## src/common/flash_host_pkg.sv

```systemverilog
// Constants, register map and pin bundle for the parallel NOR flash host controller.
// Assumes a 20 MHz core clock and a flash whose pins are driven directly by this controller.
package flash_host_pkg;

  // Clock and flash timing, in ns as given, and the cycle counts derived from them
  localparam int unsigned T_CLK_NS = 50;
  localparam int unsigned T_ACC_NS = 70;    // Address-to-data access time
  localparam int unsigned T_WP_NS  = 35;    // Write strobe low width
  localparam int unsigned T_RP_NS  = 500;   // Reset pulse width
  localparam int unsigned T_HV_NS  = 4000;  // Settle time of an elevated pin voltage
  localparam logic [7:0] CYC_ACC  = 8'((T_ACC_NS + T_CLK_NS - 1) / T_CLK_NS);
  localparam logic [7:0] CYC_WP   = 8'((T_WP_NS + T_CLK_NS - 1) / T_CLK_NS);
  localparam logic [7:0] CYC_RP   = 8'((T_RP_NS + T_CLK_NS - 1) / T_CLK_NS);
  localparam logic [7:0] CYC_HV   = 8'((T_HV_NS + T_CLK_NS - 1) / T_CLK_NS);
  localparam logic [7:0] CYC_SYNC = 8'h03;  // Pin register plus two input flops

  // Register offsets (byte addresses)
  localparam logic [7:0] REG_CTRL   = 8'h00;
  localparam logic [7:0] REG_CMD    = 8'h04;
  localparam logic [7:0] REG_ADDR   = 8'h08;
  localparam logic [7:0] REG_WDATA  = 8'h0c;
  localparam logic [7:0] REG_STATUS = 8'h10;
  localparam logic [7:0] REG_RDATA  = 8'h14;
  localparam logic [7:0] REG_PROT   = 8'h18;

  // Field positions
  localparam int unsigned CTRL_WORD_BIT    = 0;  // 1 = word configuration
  localparam int unsigned CTRL_TOPBOOT_BIT = 1;  // 1 = top-boot group map
  localparam int unsigned CTRL_POLL_BIT    = 2;  // Reads are status polls
  localparam int unsigned ST_BUSY_BIT      = 0;
  localparam int unsigned ST_NEEDRST_BIT   = 1;
  localparam int unsigned ST_REFUSED_BIT   = 2;
  localparam int unsigned ST_TIMEOUT_BIT   = 3;
  localparam int unsigned ST_GROUP_LSB     = 8;
  localparam int unsigned TIMEOUT_DQ_BIT   = 5;  // timeout_status_bit on the data bus

  // Reset values
  localparam logic [2:0]  CTRL_RST = 3'h1;
  localparam logic [21:0] ADDR_RST = 22'h000000;
  localparam logic [15:0] DATA_RST = 16'h0000;

  // Protection group address pattern
  localparam logic [5:0]  BOOT_TOP_PFX = 6'h3f;
  localparam logic [5:0]  BOOT_BOT_PFX = 6'h00;
  localparam logic [4:0]  GRP_TOP_TAIL = 5'h0f;
  localparam logic [4:0]  GRP_BOT_MID  = 5'h08;
  localparam int unsigned NUM_GROUPS   = 24;

  // Operations launched through the command register
  typedef enum logic [2:0] {
    OP_READ      = 3'h0,
    OP_WRITE     = 3'h1,
    OP_HWRESET   = 3'h2,
    OP_PROTECT   = 3'h3,
    OP_UNPROTECT = 3'h4,
    OP_HVID_READ = 3'h5
  } flash_op_t;

  // Sequencer states, Gray along setup, active, recovery
  typedef enum logic [2:0] {
    ST_IDLE  = 3'b000,
    ST_SETUP = 3'b001,
    ST_ACT   = 3'b011,
    ST_RECOV = 3'b010,
    ST_RESET = 3'b110
  } seq_state_t;

  // Flash control pins as one bundle
  typedef struct packed {
    logic [20:0] addr;        // Address pins, most significant first
    logic        ce_n;        // Chip select
    logic        oe_n;        // Output gate
    logic        we_n;        // Write strobe
    logic        reset_n;     // Reset pin at logic level
    logic        byte_n;      // Width select, high = word
    logic        a9_hv;       // Elevated id voltage on id_voltage_address_pin
    logic        reset_hv;    // Elevated id voltage on reset pin
  } flash_pins_t;

endpackage

```

## src/rtl/flash_host_ctrl.sv

```systemverilog
// Host-side controller that drives a parallel NOR flash through its pins.
// Assumes an external level shifter turns a9_hv / reset_hv into the elevated id voltage,
// and that software reaches the controller over a simple strobe register port.
//
// Function
// - Host issues reset command after timeout bit high or identification mode.
// - Programmer holds address pin nine elevated; bits six, one, zero select.
// - Protection check places sector address on top address bits.
// - Identification codes also reachable by command sequence, no high voltage.
// - Command write: write strobe and chip select low, output gate high.
// - Host holds reset pin elevated, then uses normal writes to protect.
// - Host protects every unprotected group before any unprotect write.
`timescale 1ns/1ps

module flash_host_ctrl
  import flash_host_pkg::*;
#(
  parameter logic [7:0] HV_SETTLE_CYC = CYC_HV,  // Elevated voltage settle, in cycles
  parameter logic [7:0] RESET_CYC     = CYC_RP   // Reset pulse length, in cycles
) (
  input  wire logic        core_clk_i,   // 20 MHz core clock
  input  wire logic        rst_i,        // Asynchronous reset, active high
  input  wire logic [7:0]  reg_addr_i,   // Register byte address
  input  wire logic [31:0] reg_wdata_i,  // Register write data
  input  wire logic        reg_wr_i,     // Write strobe
  input  wire logic        reg_rd_i,     // Read strobe
  output logic      [31:0] reg_rdata_o,  // Read data, cycle after the strobe
  output flash_pins_t      pins_o,       // Flash control pins
  output logic      [15:0] dq_o,         // Data pins, driven value
  output logic      [15:0] dq_oe_o,      // Data pins, output enable
  input  wire logic [15:0] dq_i          // Data pins, sampled value
);

  // Elaboration guard: zero counts would never leave their state
  if (HV_SETTLE_CYC == 8'h00 || RESET_CYC == 8'h00) begin : g_bad_param
    $error("flash_host_ctrl: cycle counts must be at least one");
  end

  ////////////////////////////////////////////////////////////////////////////////////////
  // Software registers
  logic [2:0]      ctrl_q;
  logic [21:0]     addr_q;
  logic [15:0]     wdata_q;
  logic [15:0]     rdata_q;
  logic [23:0]     prot_q;
  logic            needrst_q;
  logic            refused_q;
  logic            timeout_q;
  logic [31:0]     reg_rdata_q;
  seq_state_t      state_q;
  seq_state_t      state_d;
  logic [7:0]      cnt_q;
  logic [7:0]      cnt_d;
  flash_op_t       op_q;
  flash_pins_t     pins_q;
  flash_pins_t     pins_d;
  logic [15:0]     dq_q;
  logic [15:0]     dq_oe_q;
  logic [15:0]     dq_d;
  logic [15:0]     dq_oe_d;
  logic [15:0]     dq_s1_q;
  logic [15:0]     dq_s2_q;
  logic            cmd_wr;
  logic            launch;
  logic            word_mode;
  logic            is_read;
  logic            is_hv_wr;
  logic            read_done;
  logic [20:0]     pin_addr;
  logic [4:0]      group;

  assign word_mode = ctrl_q[CTRL_WORD_BIT];
  assign cmd_wr    = reg_wr_i && (reg_addr_i == REG_CMD);
  // Unprotect only once every group has been protected first
  assign launch    = cmd_wr && (state_q == ST_IDLE) &&
                     !((flash_op_t'(reg_wdata_i[2:0]) == OP_UNPROTECT) && !(&prot_q));
  assign is_read   = (op_q == OP_READ) || (op_q == OP_HVID_READ);
  assign is_hv_wr  = (op_q == OP_PROTECT) || (op_q == OP_UNPROTECT);
  assign read_done = (state_q == ST_ACT) && (cnt_q == 8'h01) && is_read;

  // In byte mode the address register is a byte address whose bit 0 rides on DQ15
  assign pin_addr = word_mode ? addr_q[20:0] : addr_q[21:1];

  // Group of the current address: top or bottom boot map
  always_comb begin
    group = 5'h00;
    if (ctrl_q[CTRL_TOPBOOT_BIT]) begin
      if (pin_addr[20:15] == BOOT_TOP_PFX) begin
        group = 5'(5'h10 + {2'h0, pin_addr[14:12]});
      end else if (pin_addr[20:17] == 4'hf) begin
        group = GRP_TOP_TAIL;
      end else begin
        group = {1'b0, pin_addr[20:17]};
      end
    end else begin
      if (pin_addr[20:15] == BOOT_BOT_PFX) begin
        group = {2'h0, pin_addr[14:12]};
      end else if (pin_addr[20:17] == 4'h0) begin
        group = GRP_BOT_MID;
      end else begin
        group = 5'(GRP_BOT_MID + {1'b0, pin_addr[20:17]});
      end
    end
  end

  // Configuration, address and write data registers
  always_ff @(posedge core_clk_i or posedge rst_i) begin
    if (rst_i) begin
      ctrl_q  <= CTRL_RST;
      addr_q  <= ADDR_RST;
      wdata_q <= DATA_RST;
    end else if (reg_wr_i) begin
      if (reg_addr_i == REG_CTRL) begin
        ctrl_q <= reg_wdata_i[2:0];
      end
      if (reg_addr_i == REG_ADDR) begin
        addr_q <= reg_wdata_i[21:0];
      end
      if (reg_addr_i == REG_WDATA) begin
        wdata_q <= reg_wdata_i[15:0];
      end
    end
  end

  // Status flags; a hardware set in the same cycle as a clear wins
  always_ff @(posedge core_clk_i or posedge rst_i) begin
    if (rst_i) begin
      needrst_q <= 1'b0;
      refused_q <= 1'b0;
      timeout_q <= 1'b0;
    end else begin
      if (reg_wr_i && reg_addr_i == REG_STATUS && reg_wdata_i[ST_REFUSED_BIT]) begin
        refused_q <= 1'b0;
      end
      if (cmd_wr && !launch) begin
        refused_q <= 1'b1;
      end
      // A launched write operation or hardware reset counts as the way back to array reads; protect and unprotect do not
      if (launch && flash_op_t'(reg_wdata_i[2:0]) inside {OP_WRITE, OP_HWRESET}) begin
        needrst_q <= 1'b0;
      end
      if (read_done) begin
        timeout_q <= dq_s2_q[TIMEOUT_DQ_BIT];
        // Timeout bit in a poll, or any id read, leaves the flash off array reads
        if ((ctrl_q[CTRL_POLL_BIT] && dq_s2_q[TIMEOUT_DQ_BIT]) || op_q == OP_HVID_READ) begin
          needrst_q <= 1'b1;
        end
      end
    end
  end

  // Read data capture and protection book-keeping
  always_ff @(posedge core_clk_i or posedge rst_i) begin
    if (rst_i) begin
      rdata_q <= DATA_RST;
      prot_q  <= 24'h000000;
    end else begin
      if (read_done) begin
        rdata_q <= word_mode ? dq_s2_q : {8'h00, dq_s2_q[7:0]};
      end
      if (state_q == ST_ACT && cnt_q == 8'h01 && op_q == OP_PROTECT) begin
        prot_q[group] <= 1'b1;
      end
      if (state_q == ST_ACT && cnt_q == 8'h01 && op_q == OP_UNPROTECT) begin
        prot_q <= 24'h000000;
      end
    end
  end

  ////////////////////////////////////////////////////////////////////////////////////////
  // Bus sequencer
  always_comb begin
    state_d = state_q;
    cnt_d   = (cnt_q == 8'h00) ? 8'h00 : 8'(cnt_q - 8'h01);
    unique case (state_q)
      ST_IDLE: begin
        if (launch && flash_op_t'(reg_wdata_i[2:0]) == OP_HWRESET) begin
          state_d = ST_RESET;
          cnt_d   = RESET_CYC;
        end else if (launch) begin
          state_d = ST_SETUP;
          // Elevated pins need settling before the first strobe
          cnt_d   = (flash_op_t'(reg_wdata_i[2:0]) inside {OP_PROTECT, OP_UNPROTECT,
                    OP_HVID_READ}) ? HV_SETTLE_CYC : 8'h01;
        end
      end
      ST_SETUP: begin
        if (cnt_q == 8'h01) begin
          state_d = ST_ACT;
          cnt_d   = is_read ? 8'(CYC_ACC + CYC_SYNC) : CYC_WP;
        end
      end
      ST_ACT: begin
        if (cnt_q == 8'h01) begin
          state_d = ST_RECOV;
          cnt_d   = 8'h01;
        end
      end
      ST_RECOV: begin
        if (cnt_q == 8'h01) begin
          state_d = ST_IDLE;
        end
      end
      ST_RESET: begin
        if (cnt_q == 8'h01) begin
          state_d = ST_RECOV;
          cnt_d   = 8'h01;
        end
      end
      default: begin
        state_d = ST_IDLE;
      end
    endcase
  end

  always_ff @(posedge core_clk_i or posedge rst_i) begin
    if (rst_i) begin
      state_q <= ST_IDLE;
      cnt_q   <= 8'h00;
      op_q    <= OP_READ;
    end else begin
      state_q <= state_d;
      cnt_q   <= cnt_d;
      if (launch) begin
        op_q <= flash_op_t'(reg_wdata_i[2:0]);
      end
    end
  end

  ////////////////////////////////////////////////////////////////////////////////////////
  // Pin levels for the current state, registered before leaving the block
  always_comb begin
    pins_d          = '0;
    pins_d.addr     = pin_addr;
    pins_d.ce_n     = 1'b1;
    pins_d.oe_n     = 1'b1;
    pins_d.we_n     = 1'b1;
    pins_d.reset_n  = 1'b1;
    pins_d.byte_n   = word_mode;
    pins_d.a9_hv    = 1'b0;
    pins_d.reset_hv = 1'b0;
    dq_d            = wdata_q;
    dq_oe_d         = 16'h0000;
    if (state_q != ST_IDLE && is_hv_wr && state_q != ST_RESET) begin
      pins_d.reset_hv = 1'b1;
    end
    if (state_q != ST_IDLE && op_q == OP_HVID_READ && state_q != ST_RESET) begin
      pins_d.a9_hv = 1'b1;
    end
    if (state_q == ST_RESET) begin
      pins_d.reset_n = 1'b0;
    end else if (state_q == ST_SETUP || state_q == ST_ACT ||
                 (state_q == ST_RECOV && !is_read && op_q != OP_HWRESET)) begin
      pins_d.ce_n = 1'b0;
      if (is_read) begin
        pins_d.oe_n = 1'b0;
      end else begin
        // Command cycle: output gate stays high, strobe low only while active
        // Select and data hold one cycle past the strobe's rise, or the flash may miss them
        pins_d.we_n = (state_q != ST_ACT);
        dq_oe_d     = word_mode ? 16'hffff : 16'h00ff;
      end
    end
    // In byte mode DQ15 carries the lowest address bit at all times except during hardware reset
    if (!word_mode) begin
      dq_d[15]    = addr_q[0];
      dq_d[14:8]  = 7'h00;
      dq_oe_d[15] = (state_q != ST_RESET);
    end
  end

  always_ff @(posedge core_clk_i or posedge rst_i) begin
    if (rst_i) begin
      pins_q  <= '{addr: 21'h000000, ce_n: 1'b1, oe_n: 1'b1, we_n: 1'b1, reset_n: 1'b1,
                   byte_n: 1'b1, a9_hv: 1'b0, reset_hv: 1'b0};
      dq_q    <= DATA_RST;
      dq_oe_q <= 16'h0000;
    end else begin
      pins_q  <= pins_d;
      dq_q    <= dq_d;
      dq_oe_q <= dq_oe_d;
    end
  end

  // Data pins come from outside the clock domain: two flops before use
  always_ff @(posedge core_clk_i or posedge rst_i) begin
    if (rst_i) begin
      dq_s1_q <= 16'h0000;
      dq_s2_q <= 16'h0000;
    end else begin
      dq_s1_q <= dq_i;
      dq_s2_q <= dq_s1_q;
    end
  end

  ////////////////////////////////////////////////////////////////////////////////////////
  // Register read port; unmapped addresses read zero
  always_ff @(posedge core_clk_i or posedge rst_i) begin
    if (rst_i) begin
      reg_rdata_q <= 32'h00000000;
    end else if (reg_rd_i) begin
      unique case (reg_addr_i)
        REG_CTRL:   reg_rdata_q <= {29'h0, ctrl_q};
        REG_ADDR:   reg_rdata_q <= {10'h0, addr_q};
        REG_WDATA:  reg_rdata_q <= {16'h0, wdata_q};
        REG_STATUS: reg_rdata_q <= {19'h0, group, 4'h0, timeout_q, refused_q, needrst_q,
                                    (state_q != ST_IDLE)};
        REG_RDATA:  reg_rdata_q <= {16'h0, rdata_q};
        REG_PROT:   reg_rdata_q <= {8'h0, prot_q};
        default:    reg_rdata_q <= 32'h00000000;
      endcase
    end else begin
      reg_rdata_q <= 32'h00000000;
    end
  end

  assign reg_rdata_o = reg_rdata_q;
  assign pins_o      = pins_q;
  assign dq_o        = dq_q;
  assign dq_oe_o     = dq_oe_q;

endmodule // flash_host_ctrl

```

## config.mk

```make
export PLATFORM = sky130hd
export DESIGN_NAME = flash_host_ctrl
export DESIGN_NICKNAME = d
export VERILOG_FILES = /design/src/common/flash_host_pkg.sv /design/src/rtl/flash_host_ctrl.sv
export SDC_FILE = /design/constraint.sdc
export NUM_CORES = 1
export LEC_CHECK = 0
export BUFFER_PORTS_ARGS = -buffer_cell sky130_fd_sc_hd__clkbuf_2
export CAP_MARGIN = 10
export CORE_MARGIN = 8
export CORE_UTILIZATION = 42
export DETAILED_ROUTE_END_ITERATION = 8
export PLACE_DENSITY_LB_ADDON = 0.05
export SKIP_LAST_GASP = 1
export SLEW_MARGIN = 0
export SYNTH_ARGS = -nofsm -noshare
export SYNTH_HDL_FRONTEND = slang
export SYNTH_SLANG_ARGS = --single-unit
```

## constraint.sdc

```tcl
create_clock -name core_clk_i -period 6.9 [get_ports core_clk_i]
set_input_delay 1.035 -clock core_clk_i [delete_from_list [all_inputs] [get_ports core_clk_i]]
set_output_delay 1.035 -clock core_clk_i [all_outputs]
set_load 0.05 [all_outputs]
```

Yosys cells after proc, flatten, opt, wreduce, memory -nomap -nowiden

Index checks and enable logic that the tools add are counted.

Reduce and logical (&&, ||, !) cells: 47
Bitwise operators: 1
Equality and inequality tests: 28
Add/subtract/negate cells: 3
Mux-type cells: 45
Magnitude comparators: 2

Operator list:

| kind                | count |
|---|---|
| $pmux 24 s6         | 1 |
| $mux 16             | 5 |
| $mux 24             | 2 |
| $mux 8              | 6 |
| $mux 32             | 1 |
| $eq 8x5->1 const B  | 3 |
| $mux 3              | 8 |
| $or 24x24->24       | 1 |
| $pmux 8 s3          | 1 |
| $reduce_and 24->1   | 1 |
| $logic_and 1x1->1   | 21 |
| $mux 21             | 1 |
| $mux 5              | 4 |
| $eq 8x4->1 const B  | 2 |
| $logic_not 8->1     | 2 |
| $eq 3x2->1 const B  | 5 |
| $eq 3x3->1 const B  | 5 |
| $mux 1              | 12 |
| $pmux 3 s4          | 1 |
| $ne 3x2->1 const B  | 3 |
| $eq 8x1->1 const B  | 1 |
| $eq 8x3->1 const B  | 1 |
| $sub 8x1->8 const B | 1 |
| $mux 7              | 1 |
| other kinds (22)    | 37 |

Bits in registers: 222
Input bits: 60
Logic and storage cells: 150
Output and inout port bits: 92

Depth between registers and ports, before layout

Word-level depth: 12
Depth in mapped cells: 9
Depth with buffers taken out: 7

Worst setup path before layout

OpenSTA, ideal clock, no wires.

Path type: input to register
From: in reg_addr_i[1]
To: reg op_q[1]
Data arrival time: 2.834 ns
Stages on the path: 5
Slack: 3.939 ns
Buffers on the path: 1
Path through: or4_4 -> or4b_1 -> buf_2 -> nor3_4 -> mux2_1

Word-level cells in the longest chain between the ends: 4

Ends and longest elaborated chain:

| element                         | RTL line               | RTL |
|---|---|---|
| start, declared                 | flash_host_ctrl.sv:23  | `input wire logic [7:0] reg_addr_i,` |
| $eq 8x3->1                      | flash_host_ctrl.sv:73  | `assign cmd_wr = reg_wr_i && (reg_addr_i == REG_CMD);` |
| $logic_and 1x1->1               | flash_host_ctrl.sv:73  |  |
| $logic_and 1x1->1 (2 in series) | flash_host_ctrl.sv:75  | `assign launch = cmd_wr && (state_q == ST_IDLE) &&` |
| end signal, assigned            | flash_host_ctrl.sv:225 | `op_q <= flash_op_t'(reg_wdata_i[2:0]);` |
| end, declared                   | flash_host_ctrl.sv:54  | `flash_op_t op_q;` |

Every way passes these cells.
A chain may end at the register's enable or synchronous reset.

Worst setup path after layout

From: reg cnt_q[1]
To: reg prot_q[12]

Word-level cells in the longest chain between the ends: 4
Elaborated cells on any way between the ends: 6
Classes of those cells: 1 x eq/ne; 1 x mux; 4 x reduce/logical

Ends and longest elaborated chain:

| element                                             | RTL line                                       | RTL |
|---|---|---|
| start, declared                                     | flash_host_ctrl.sv:52                          | `logic [7:0] cnt_q;` |
| start signal, assigned                              | flash_host_ctrl.sv:223                         | `cnt_q <= cnt_d;` |
| $eq 8x1->1 *                                        | flash_host_ctrl.sv:161, flash_host_ctrl.sv:164 |  |
| $logic_and 1x1->1 *                                 | flash_host_ctrl.sv:161, flash_host_ctrl.sv:164 |  |
| $logic_and 1x1->1, on equally long branches         | flash_host_ctrl.sv:164, flash_host_ctrl.sv:161 |  |
| $mux 24 / $reduce_bool 2->1 (equally long branches) | n/a                                            |  |
| end signal, assigned                                | flash_host_ctrl.sv:156                         | `prot_q <= 24'h000000;` |
| end signal, assigned by index                       | flash_host_ctrl.sv:162                         | `prot_q[group] <= 1'b1;` |
| end signal, assigned                                | flash_host_ctrl.sv:165                         | `prot_q <= 24'h000000;` |
| end, declared                                       | flash_host_ctrl.sv:45                          | `logic [23:0] prot_q;` |

Mark *: on every way between the ends. The rest lies on a longest branch, timed or not.

==> results.py <==
metrics = {
    "status": {
        "status": "complete, no violations",
    },
    "clock_tree": {
        "cts_setup_buffers": 0,
        "htreeDepth": 4,
        "cts_sinks": 200,
        "cts_tree": "done",
        "cts_buffer_depth": 2,
        "cts_hold_buf": 0,
        "ctsResizeCount": 0,
        "clkSlewWorstSetupHoldPaths_ps": 80,
        "clock_latency_ps": 440,
        "clockRootBuffer": "clkbuf_16",
        "cts_buffers": 17,
    },
    "timing": {
        "max_freq_ghz": 0.322,
        "finalCritPeriodShare": 0.451,
        "setup_viol": 0,
        "fin_crit_ps": 3110,
        "clock_skew_ps": 11.4,
        "whs_ps": 350,
        "rsz0062_at_grt": "false",
        "finalSetupTns_ps": 0,
        "worst_pin_slew_ps": 1140,
        "max_slew_margin": 0.238,
        "drv_slew": 0,
        "hold_viol_final": 0,
    },
    "yosys": {
        "synth_mux_area_frac": 0.0953,
        "synth_edf_count": 0,
        "netlist_area_um2": 8200,
        "synth_top_area_share": 0.592,
        "synthCells": 671,
        "synthXorXnorAreaFrac": 0.00641,
        "synth_compound_area_frac": 0.122,
        "postSynthAreaPerCell_um2": 12.2,
        "synth_top_family_by_area": "compound AO/OA/AOI/OAI gates",
        "ys_seq_area_frac": 0.611,
        "synthFlopType": "dfrtp_1",
        "ys_ff_latch": 200,
        "synthArstFlopShare": 1.00,
        "synth_top_cells_by_area": "dfrtp_1 59%, mux2_1 4.7%, mux2_2 4.3%",
        "synth-simple-area-share": 0.118,
        "yosys.area_share.adder": 0.00305,
        "synth_cell_types": 62,
        "synth.largest_area_cell": "dfrtp_1",
        "ys_warn_count": 0,
    },
    "grt": {
        "grt_max_degree": 134,
        "overflow": 0,
        "antenna_found_initial": 0,
        "grt_first_pass_wirelength_um": 32600,
        "grt_usage": 0.172,
        "grt_pass1_vias": 5936,
    },
    "placement": {
        "port_buffers": 133,
        "gp_congestion": 0.847,
        "hpwlAfterDp_um": 14300,
    },
    "final_layout": {
        "area_growth_pct": 17.6,
        "register_area_um2": 5010,
        "antennaDiodeCount": 0,
        "fill_cells": 1772,
        "nNetsFinal": 845,
        "drive_above_1_share": 0.278,
        "multi_input_area_um2": 2860,
    },
    "floorplan": {
        "rows": 51,
        "core-area_um2": 19300,
        "start_util": 0.424,
        "ioPinCount": 152,
        "fp.dieH_um": 156,
        "die_w_um": 156,
        "fp.dieArea_um2": 24300,
    },
    "routing": {
        "drtIter0Drc": 286,
        "via_count": 5658,
        "wl_um": 20200,
        "vias_per_cell": 5.33,
        "ant_nets": 0,
        "wire_per_inst_um": 19.1,
        "remaining_drc_errors": 0,
        "firstDrtPassIters": 5,
    },
    "worst_setup_path": {
        "cp-end-kind": "flip-flop",
        "worst-r2r-cell-count": 7,
        "cp-start-kind": "flip-flop",
        "cp.arrival_ps": 3430,
        "path_class": "reg2reg",
        "crit_start": "cnt_q[1]",
        "r2r-start": "cnt_q[1]",
        "worst-r2r-setup-slack_ps": 3790,
        "worst-path-max-fanout": 27,
        "rr_endpoint": "prot_q[12]",
        "cp.required_ps": 7220,
    },
    "power_and_ir_drop": {
        "vdd_ir_drop_max_uv": 174,
        "leakage_nw": 4.59,
        "powerDensity_nw_per_um2": 281,
    },
    "min_path": {
        "holdCritStartpoint": "dq_s1_q[11]",
        "holdPathStages": 0,
        "min_path_type": "reg2reg",
        "worstHoldEndpoint": "dq_s2_q[11]",
    },
    "job": {
        "maxCapViolCount": 0,
    },
}
[sequential cells by signal, summed over array words and instances (netlist names)]
name,count
dq_s1_q,16
reg_rdata_o,24
wdata_q,16
needrst_q,1
state_q,3
pins_o,28
ctrl_q,3
cnt_q,8
dq_oe_o,3
rdata_q,16
dq_s2_q,16
prot_q,24
addr_q,22
refused_q,1
dq_o,16
op_q,3
[per-stage QoR]
| stage | worst slack, ps | utilization | power (W) | instances | area, µm² |
|---|---|---|---|---|---|
| after floorplan | 421 | - | 0.00159 | 678 | 8230 |
| after global placement | 2970 | 0.465 | 0.00167 | 1028 | 8990 |
| after detailed placement | 2910 | 0.465 | 0.00168 | 1028 | 8990 |
| after CTS | 3360 | 0.498 | 0.00274 | 1060 | 9620 |
| after global routing | 3570 | 0.499 | 0.00283 | 1061 | 9650 |
| final | 3790 | 0.499 | 0.00271 | 1061 | 9650 |
[how the worst max path moves through the flow]
stage,endpoint,cells after the start
3_3_place_gp,addr_q[13],7
6_report,prot_q[12],7
4_1_cts,addr_q[11],7
2_1_floorplan,addr_q[0],1
5_1_grt,prot_q[12],7
3_5_place_dp,addr_q[20],7
[cells in the mapped netlist (2+ instances only)]
library cell / number
dfstp_2: 6
nand3b_1: 3
a22oi_1: 40
xor2_1: 3
inv_1: 18
mux2_1: 34
o31a_1: 2
o21ai_0: 22
a211oi_1: 2
nand3_1: 12
mux2i_1: 5
nand2b_1: 11
nand4_1: 10
a31oi_1: 14
or2_2: 2
or3_1: 2
and3_1: 3
nor4_2: 4
clkbuf_1: 28
o2111ai_1: 2
nor4_1: 4
a22o_1: 10
a21oi_1: 19
and2_1: 16
dfrtp_1: 194
a32o_1: 8
nor2_1: 22
mux2_2: 31
buf_2: 6
and3b_1: 3
ha_1: 2
xnor2_1: 3
nor2b_1: 5
o31ai_1: 6
o22ai_1: 3
nor3b_1: 8
nand2_1: 53
buf_4: 21
nor3_1: 11
[cells in the final DEF, fill, tap and decap left out, types with 5 or more instances in the layout]
cell / Yosys / routed
dfrtp_1: 194 / 194
clkbuf_2: 0 / 133
nand2_1: 53 / 53
a22oi_1: 40 / 40
mux2_1: 34 / 34
mux2_2: 31 / 31
nor2_1: 22 / 22
o21ai_0: 22 / 22
a21oi_1: 19 / 19
inv_1: 18 / 17
clkbuf_16: 0 / 17
and2_1: 16 / 16
a31oi_1: 14 / 14
nand3_1: 12 / 12
nand2b_1: 11 / 11
nor3_1: 11 / 11
nand4_1: 10 / 10
a22o_1: 10 / 10
nor3b_1: 8 / 8
a32o_1: 8 / 8
conb_1: 1 / 8
inv_8: 0 / 7
buf_4: 21 / 7
o31ai_1: 6 / 6
dfstp_2: 6 / 6
mux2i_1: 5 / 5
nor2b_1: 5 / 5
[worst max-delay path: stages, from the launching register on]
cell     delay [ps]
dfrtp_1         390
inv_1           100
ha_1            150
nor3b_1         520
and2_1          390
nand3_1         730
and3_1          430
a32o_1          260
[cell type report]
class | instances | share of cell area
sequential | 200 | 0.519
multi-input combinational | 405 | 0.296
timing repair buffer | 141 | 0.0773
clock buffer | 17 | 0.0441
tap | 265 | 0.0344
clock inverter | 15 | 0.0209
inverter | 18 | 0.00778
[logic make-up (layout without fill, tap and decap cells)]
kind of cell               Yosys count  after routing
AOI/OAI and AO/OA                  143            143
other                                1              8
xor gates and xnor gates             6              6
muxes                               70             70
and+or+nand+nor                    176            176
buffers and inverters               73            191
DFF                                200            200
adders and majority gates            2              2
[report_power, final]
| group | switching [W] | internal (W) | total [W] | leakage [nW] |
|---|---|---|---|---|
| clock | 0.000491 | 0.000559 | 0.00105 | 0.302 |
| combinational | 0.000237 | 0.000127 | 0.000363 | 1.63 |
| sequential | 0.0000592 | 0.00124 | 0.00130 | 2.67 |
| total | 0.000786 | 0.00192 | 0.00271 | 4.59 |
[layer usage]
layer | part of all wire | vias to the layer above | GRT usage
li1 | - | 2624 | -
met1 | 0.46 | 2855 | 0.229
met2 | 0.47 | 155 | 0.272
met3 | 0.053 | 24 | 0.0385
met4 | 0.015 | 0 | 0.0615
met5 | 0 | - | 0
Power figures use the tool's default switching activity.
